**src/cfl_pkg.sv**
```systemverilog
// Constants and types shared by the configuration loader.
// Assumes a single 250 MHz system clock and pins sampled through synchronisers.
package cfl_pkg;

  // ****************************************
  // Timing
  // ****************************************
  localparam int CLK_PERIOD_NS = 4;
  localparam int WAKE_WAIT_NS = 30000;
  localparam int WAKE_WAIT_CYC = (WAKE_WAIT_NS + CLK_PERIOD_NS - 1) / CLK_PERIOD_NS;
  localparam logic [7:0] OSC_DIV = 8'h04;

  // ****************************************
  // Flash sequence
  // ****************************************
  localparam logic [7:0] CMD_WAKE = 8'hab;
  localparam logic [7:0] CMD_FAST_READ = 8'h0b;
  localparam logic [31:0] START_ADDR = 32'h00000000;
  localparam logic [7:0] DUMMY_BYTE = 8'h00;
  localparam logic [5:0] WAKE_BITS = 6'h08;
  localparam logic [5:0] READ3_BITS = 6'h28;
  localparam logic [5:0] READ4_BITS = 6'h30;

  // ****************************************
  // Strap encodings and sizes
  // ****************************************
  localparam logic [1:0] MODE_ACTIVE = 2'h0;
  localparam logic [1:0] MODE_PASSIVE = 2'h1;
  localparam logic [1:0] MODE_JTAG = 2'h2;
  localparam logic [2:0] WID_X8 = 3'h3;
  localparam logic [2:0] WID_X16 = 3'h4;
  localparam logic [4:0] WORD_BITS = 5'h10;
  localparam logic [15:0] LOAD_WORDS = 16'h0400;
  localparam int SYNC_W = 37;

  typedef enum logic [3:0] {
    CFL_IDLE, CFL_WAKE, CFL_GAP, CFL_CMD, CFL_DATA, CFL_PASSIVE, CFL_JTAG, CFL_DONE, CFL_FAIL
  } cfl_state_t;

endpackage : cfl_pkg

```
**src/cfl_loader.sv**
```systemverilog
// Configuration loader: fills the configuration memory cells from a bitstream.
// Assumes all pins except reset_n_i are asynchronous to clk_sys_i; security engine inputs are on clk_sys_i.
`timescale 1ns/1ns

module cfl_loader
  import cfl_pkg::*;
#(
  parameter int WAKE_CYC = WAKE_WAIT_CYC
) (
  input wire logic clk_sys_i, // System clock, 250 MHz.
  input wire logic reset_n_i, // Synchronous reset, active low.
  input wire logic config_reset_n_i, // Configuration reset pin, active low.
  input wire logic [1:0] mode_sel_i, // Mode strap.
  input wire logic [2:0] width_sel_i, // Width strap: 0..5 = X1..X32.
  input wire logic addr4_i, // Strap: four-byte flash addressing.
  input wire logic clk_src_ext_i, // Strap: active clock from external pin.
  input wire logic external_config_clock_pin_i, // External configuration clock.
  input wire logic [7:0] flash_io_i, // Flash data lines in.
  output logic flash_sclk_o, // Flash serial clock.
  output logic flash_cs_n_o, // Flash select, active low.
  output logic [7:0] flash_io_o, // Flash data lines out.
  output logic [7:0] flash_io_oe_o, // Flash data output enables.
  input wire logic pas_clk_i, // Passive master clock.
  input wire logic pas_cs_n_i, // Passive select, active low.
  input wire logic [15:0] pas_data_i, // Passive data lines.
  input wire logic jtag_tck_i, // Boundary-scan clock.
  input wire logic jtag_tdi_i, // Boundary-scan data in.
  input wire logic security_en_i, // Bitstream security enabled.
  input wire logic auth_fail_i, // Signature check failed.
  output logic config_memory_cells_we_o, // Configuration memory write strobe.
  output logic [15:0] config_memory_cells_addr_o, // Configuration memory word address.
  output logic [15:0] config_memory_cells_data_o, // Configuration memory word.
  output logic busy_o, // Loading in progress.
  output logic user_mode_o, // Device in user mode.
  output logic error_o // Loading refused or aborted.
);

  // ****************************************
  // Pin synchronisers
  // ****************************************
  logic [SYNC_W-1:0] pin_meta;
  logic [SYNC_W-1:0] pin_sync;
  logic cr_prev;
  logic ext_prev;
  logic pas_prev;
  logic tck_prev;

  wire [SYNC_W-1:0] pin_raw = {config_reset_n_i, external_config_clock_pin_i, pas_clk_i, pas_cs_n_i,
    jtag_tck_i, jtag_tdi_i, mode_sel_i, width_sel_i, addr4_i, clk_src_ext_i, flash_io_i, pas_data_i};

  always_ff @(posedge clk_sys_i) begin
    pin_meta <= pin_raw;
    pin_sync <= pin_meta;
    cr_prev <= pin_sync[36];
    ext_prev <= pin_sync[35];
    pas_prev <= pin_sync[34];
    tck_prev <= pin_sync[32];
  end

  wire cr_n = pin_sync[36];
  wire ext_rise = pin_sync[35] & ~ext_prev;
  wire pas_rise = pin_sync[34] & ~pas_prev;
  wire pas_sel = ~pin_sync[33];
  wire tck_rise = pin_sync[32] & ~tck_prev;
  wire tdi = pin_sync[31];
  wire [1:0] mode_pin = pin_sync[30:29];
  wire [2:0] width_pin = pin_sync[28:26];
  wire addr4_pin = pin_sync[25];
  wire ext_pin = pin_sync[24];
  wire [7:0] flash_in = pin_sync[23:16];
  wire [15:0] pas_in = pin_sync[15:0];
  wire cr_rise = cr_n & ~cr_prev;

  // ****************************************
  // State and datapath registers
  // ****************************************
  cfl_state_t state;
  cfl_state_t next_state;
  logic [1:0] mode;
  logic [2:0] width;
  logic addr4;
  logic clk_ext;
  logic [7:0] osc_cnt;
  logic sclk;
  logic [47:0] tx_shift;
  logic [5:0] tx_left;
  logic [15:0] wait_cnt;
  logic [15:0] acc;
  logic [4:0] acc_bits;
  logic [15:0] word_cnt;

  // internal oscillator as a divided enable, or edges of the external pin
  wire osc_tick = (osc_cnt == OSC_DIV - 8'h01);
  wire cfg_tick = clk_ext ? ext_rise : osc_tick;
  wire sclk_rise = cfg_tick & ~sclk;
  wire sclk_fall = cfg_tick & sclk;

  // legal widths per mode
  // Mode codes 2 and 3 both select boundary-scan loading, so only the upper strap bit is decoded.
  wire width_ok = (width_pin <= WID_X8) | ((mode_pin == MODE_PASSIVE) & (width_pin == WID_X16)
    & ~security_en_i) | mode_pin[1];
  wire [4:0] step = mode[1] ? 5'h01 : 5'((5'h01) << width);

  // Bits gathered this cycle, right aligned.
  wire [15:0] in_bits = mode[1] ? {15'h0000, tdi} :
    (mode == MODE_PASSIVE) ? pas_in : {8'h00, flash_in};
  wire [15:0] in_mask = 16'((17'h00001 << step) - 17'h00001);
  wire take = (state == CFL_DATA & sclk_rise) | (state == CFL_PASSIVE & pas_rise & pas_sel)
    | (state == CFL_JTAG & tck_rise);
  wire [4:0] acc_next_bits = acc_bits + step;
  wire word_full = take & (acc_next_bits == WORD_BITS);
  wire last_word = word_full & (word_cnt == LOAD_WORDS - 16'h0001);
  wire [5:0] read_bits = addr4 ? READ4_BITS : READ3_BITS;
  wire [47:0] read_seq = addr4 ? {CMD_FAST_READ, START_ADDR, DUMMY_BYTE}
    : {CMD_FAST_READ, START_ADDR[23:0], DUMMY_BYTE, 8'h00};

  // ****************************************
  // Sequencer
  // ****************************************
  always_comb begin
    next_state = state;
    unique case (state)
      CFL_IDLE: begin
        // mode chosen from straps at reset release
        if (cr_rise & ~width_ok) begin
          next_state = CFL_FAIL;
        end else if (cr_rise & mode_pin == MODE_ACTIVE) begin
          next_state = CFL_WAKE;
        end else if (cr_rise & mode_pin == MODE_PASSIVE) begin
          next_state = CFL_PASSIVE;
        end else if (cr_rise) begin
          next_state = CFL_JTAG;
        end
      end
      CFL_WAKE: begin
        // Leaving on the falling edge keeps the last rise visible on the flash clock.
        if (sclk_fall & tx_left == 6'h01) begin
          next_state = CFL_GAP;
        end
      end
      CFL_GAP: begin
        if (wait_cnt == 16'(WAKE_CYC - 1) & sclk_fall) begin
          next_state = CFL_CMD;
        end
      end
      CFL_CMD: begin
        if (sclk_fall & tx_left == 6'h01) begin
          next_state = CFL_DATA;
        end
      end
      CFL_DATA, CFL_PASSIVE, CFL_JTAG: begin
        if (last_word) begin
          next_state = CFL_DONE;
        end
      end
      CFL_DONE, CFL_FAIL: begin
        next_state = state;
      end
    endcase
    if (auth_fail_i & state != CFL_IDLE & state != CFL_FAIL) begin
      next_state = CFL_FAIL;
    end
    // held while config reset is low
    if (~cr_n) begin
      next_state = CFL_IDLE;
    end
  end

  always_ff @(posedge clk_sys_i) begin
    if (!reset_n_i) begin
      state <= CFL_IDLE;
    end else begin
      state <= next_state;
    end
  end

  always_ff @(posedge clk_sys_i) begin
    if (!reset_n_i || state == CFL_IDLE) begin
      osc_cnt <= 8'h00;
      sclk <= 1'b0;
    end else begin
      osc_cnt <= osc_tick ? 8'h00 : osc_cnt + 8'h01;
      if (cfg_tick) begin
        sclk <= ~sclk;
      end
    end
  end

  // Straps are caught on the release edge so they cannot change mid-load.
  always_ff @(posedge clk_sys_i) begin
    if (!reset_n_i) begin
      mode <= MODE_ACTIVE;
      width <= 3'h0;
      addr4 <= 1'b0;
      clk_ext <= 1'b0;
    end else if (state == CFL_IDLE & cr_rise) begin
      mode <= mode_pin;
      width <= mode_pin[1] ? 3'h0 : width_pin;
      addr4 <= addr4_pin;
      clk_ext <= ext_pin;
    end
  end

  // ****************************************
  // Flash command shifter
  // ****************************************
  always_ff @(posedge clk_sys_i) begin
    if (!reset_n_i || state == CFL_IDLE) begin
      tx_shift <= {CMD_WAKE, 40'h0000000000};
      tx_left <= WAKE_BITS;
      wait_cnt <= 16'h0000;
    end else if (state == CFL_GAP) begin
      // address zero, width by addressing mode
      tx_shift <= read_seq;
      tx_left <= read_bits;
      if (wait_cnt != 16'(WAKE_CYC - 1)) begin
        wait_cnt <= wait_cnt + 16'h0001;
      end
    end else if ((state == CFL_WAKE | state == CFL_CMD) & sclk_fall) begin
      // device shifts out its own command
      // The bit moves on the falling edge so it is settled at the rise that the flash samples.
      tx_shift <= {tx_shift[46:0], 1'b0};
      tx_left <= tx_left - 6'h01;
    end
  end

  // ****************************************
  // Word assembly into configuration memory
  // ****************************************
  always_ff @(posedge clk_sys_i) begin
    if (!reset_n_i || state == CFL_IDLE) begin
      acc <= 16'h0000;
      acc_bits <= 5'h00;
      word_cnt <= 16'h0000;
      config_memory_cells_we_o <= 1'b0;
      config_memory_cells_addr_o <= 16'h0000;
      config_memory_cells_data_o <= 16'h0000;
    end else begin
      config_memory_cells_we_o <= word_full;
      if (take) begin
        acc <= 16'((acc << step) | (in_bits & in_mask));
        acc_bits <= word_full ? 5'h00 : acc_next_bits;
      end
      if (word_full) begin
        config_memory_cells_data_o <= 16'((acc << step) | (in_bits & in_mask));
        config_memory_cells_addr_o <= word_cnt;
        word_cnt <= word_cnt + 16'h0001;
      end
    end
  end

  // ****************************************
  // Pin and status outputs
  // ****************************************
  // the device masters the flash in active mode
  wire flash_active = (state == CFL_WAKE) | (state == CFL_CMD) | (state == CFL_DATA);
  assign flash_cs_n_o = ~flash_active;
  assign flash_sclk_o = sclk & flash_active;
  assign flash_io_o = {7'h00, tx_shift[47] & flash_active};
  assign flash_io_oe_o = {7'h00, (state == CFL_WAKE) | (state == CFL_CMD)};
  assign busy_o = (state != CFL_IDLE) & (state != CFL_DONE) & (state != CFL_FAIL);
  // user logic released only after a full load
  assign user_mode_o = (state == CFL_DONE);
  assign error_o = (state == CFL_FAIL);

endmodule : cfl_loader

```
**config.mk**
```make
export PLATFORM = sky130hd
export DESIGN_NAME = cfl_loader
export DESIGN_NICKNAME = d
export VERILOG_FILES = /design/src/cfl_pkg.sv /design/src/cfl_loader.sv
export SDC_FILE = /design/constraint.sdc
export NUM_CORES = 1
export LEC_CHECK = 0
export ABC_AREA = 0
export BUFFER_PORTS_ARGS = -buffer_cell sky130_fd_sc_hd__buf_2
export CORE_MARGIN = 1
export CORE_UTILIZATION = 50
export CTS_BUF_LIST = sky130_fd_sc_hd__clkbuf_8 sky130_fd_sc_hd__clkbuf_16
export DETAILED_ROUTE_END_ITERATION = 8
export GPL_TIMING_DRIVEN = 1
export PLACE_DENSITY = 0.68
export SLEW_MARGIN = 10
export SYNTH_ARGS = -nofsm -noshare
export SYNTH_HDL_FRONTEND = slang
export SYNTH_SLANG_ARGS = --single-unit
```
**constraint.sdc**
```tcl
create_clock -name clk_sys_i -period 8.7 [get_ports clk_sys_i]
set_input_delay 2.61 -clock clk_sys_i [delete_from_list [all_inputs] [get_ports clk_sys_i]]
set_output_delay 2.61 -clock clk_sys_i [all_outputs]
set_load 0.03 [all_outputs]
```
==> metrics <==
status completed; CP endpoint kind output port; top cells by area, synth dfxtp_1, nand2_1, a21oi_1; Cell Count Post-Placement 1175; Psw between 0.5 and 0.6 mW; Slew Viols, Final 0; P_int 1.437 mW; Critical Path RT 6090 ps; Comb power frac 0.154; Non-Filler Instances 1207; GRT Util Overall 0.2143; post-synthesis cell area between 8000 and 9000 sq um; layout cells sized above 1 0.1433; DRT iter0 DRCs 556; CTS clock-pin slew for the worst setup and hold paths 70 ps; RSZ-0062 raised after global routing false; core footprint 15830 sq um; Synth Area per Inst 8.746 sq um; Port Buffers 80; pre-CTS setup slack approximately 4600 ps; Worst Setup EP flash_sclk_o; Rel. slew slack 0.3734; Worst VDD drop 0.0001487 V; setup TNS 0 ps; Vias between 6000 and 7000; number of global-route vias before repair 5670; minimum clock period 4560 ps; GRT overflow 0; Clock Power Share 0.374; area share of and/or/nand/nor cells after synthesis 0.2128; initial core utilization 0.5100; Seq/Total Area, Yosys 0.4910; hpwl dp ~12000 um; reg-to-reg endpoint state[3]; Fmax 0.2193 GHz; Max Cap Viol 0; Post-synth top flop dfxtp_1; largest net degree at the start of global routing 91; adder-cell share of the synthesized area 0.01767; Post-CTS Setup Inserts 0; antenna diode count 0; Hold Crit Class flip-flop to flip-flop; Slew @ Worst Pin 939.8 ps; Post-CTS Hold Buffers 0; xor/xnor share of the synthesized area 0.02929; clock buffer depth 2; asr flop ratio synth 0; Gate Count Post-Synth 923; cell taking the most area after synthesis dfxtp_1; Die Width 129.1 um; Hold Vio Cnt, Final 0; # nets final 1029; Setup Skew ~6.4 ps; period utilisation layout 0.5242; top cell types by occurrence after synthesis dfxtp_1, nand2_1, a21oi_1; Final WS setup 4140 ps; Final Setup Violations 0; Sink Count 198; Synth Area in Compound Gates 0.1663; largest family of logic cells by synthesized area simple AND/OR/NAND/NOR gates; Die ar. 16660 sq um; # resized after CTS 0; Yosys reg bits 198; Startpoint Class flip-flop; Worst R2R Start width[2]; CTS tree built; Routed Antenna Nets 0; Net Sw Frac 0.2939; TritonCTS Buffers 17; row count 46; Setup crit start state[0]; Residual DRC 0; Data arrival, critical path 1950 ps; Post-synth EDFFs 0; H-tree levels 4; Clk Latency, worst-skew pair roughly 430 ps; Via density 5.413; top-count cell post-synth dfxtp_1; leakage power 3.294 nW; FF-to-FF path depth 13; Ys Warns 0; Root Driver clkbuf_16; first-pass GRT wire length roughly 28000 um; kind of critical path flip-flop to output port; area delta synth->final 13.28%; Yosys top cell area share 0.4910; wirelength, routed 17010 um; flop2flop setup slack 4740 ps; Yosys cell types 74; Die Span Y 129.1 um; GPL Wtd Cong 0.9016; DRT Pass-1 Iters 5; Max Fanout on Critical Path 11; antenna violations before repair 0; pwr dens 222.6 nW/um^2; multiplexer share of the synthesized area 0.02697; Reg power frac 0.472; routed len/inst 14.09 um; I/O pin count between 90 and 100
-- worst max-delay path, cell delays in order, from the launching register on --
cell     delay (ps)
dfxtp_1         510
inv_1           190
mux2_2          300
nor2_1          160
inv_1            70
nor2_1           80
buf_2           200
-- how the worst min path moves through the flow --
stage / from / endpoint / slack, ps / cells past startpoint
CTS: pin_meta[2] / pin_sync[2] / 330 / 0
finish: pin_meta[10] / pin_sync[10] / 330 / 0
global route: pin_meta[23] / pin_sync[23] / 330 / 0
floorplan: pin_meta[0] / pin_sync[0] / 310 / 0
detailed placement: pin_meta[17] / pin_sync[17] / 310 / 0
global placement: pin_meta[15] / pin_sync[15] / 310 / 0
-- through the flow --
| stage | hold WS, ps | instance area (sq um) | total power, mW | utilization |
|---|---|---|---|---|
| finish | 327.7 | 9145 | 2.035 | 0.5778 |
| global route | 333.5 | 9145 | 2.128 | 0.5778 |
| CTS | 325.4 | 9145 | 2.049 | 0.5778 |
| detailed placement | 312.1 | 8563 | 1.292 | 0.5410 |
| global placement | 309.6 | 8563 | 1.292 | 0.5410 |
| floorplan | 309.6 | 8122 | 1.215 | - |
-- layer usage --
metal | track usage | vias up | routed length (um)
li1 | - | 3320 | -
met1 | 0.3204 | 3004 | 8746
met4 | 0.07751 | 0 | 233
met2 | 0.3084 | 196 | 7172
met3 | 0.03675 | 13 | 854
met5 | 0 | - | 0
-- flip-flops by register name, indices dropped and copies added, names as in the netlist, 2 cells and up --
register	count
tx_shift	8
mode	2
pin_sync	37
state	4
tx_left	6
acc	16
word_cnt	16
pin_meta	37
config_memory_cells_data_o	16
wait_cnt	16
osc_cnt	8
config_memory_cells_addr_o	16
acc_bits	5
width	3
-- cell type report --
class	instances	area (sq um)
clock buffers	18	439.2
flip-flops and latches	198	3964
fillers	1462	6683
inverters	34	127.6
multi-input cells	639	3741
repair buffers	88	460.4
well taps	216	270.3
clock inverters	14	142.6
-- power groups by stage --
stage          sequential (mW)  combinational [mW]  clock (mW)
6_report                 0.961               0.313       0.761
5_1_grt                  0.966               0.346       0.816
4_1_cts                  0.961               0.310       0.778
3_5_place_dp             0.982               0.310           0
3_3_place_gp             0.981               0.311           0
2_1_floorplan            0.968               0.247           0
-- placed cells by master (no fill, tap or decap), types with 13 or more instances in the layout --
cell / n
xnor2_1: 16
a211oi_1: 16
nand2_1: 128
conb_1: 14
o21ai_0: 33
nor3_1: 21
inv_1: 33
nor2b_1: 13
clkbuf_16: 17
o31ai_1: 14
nand3_1: 30
mux2i_1: 15
nor2_1: 87
buf_2: 80
a21oi_1: 88
dfxtp_1: 198
-- cells by family after synthesis --
group,count (synthesis)
muxes,19
AOI/OAI and AO/OA,212
and+or+nand+nor,356
buffers and inverters,99
other,1
adders and majority gates,11
DFF,198
xor gates and xnor gates,27
(Power assumes the default switching activity.)
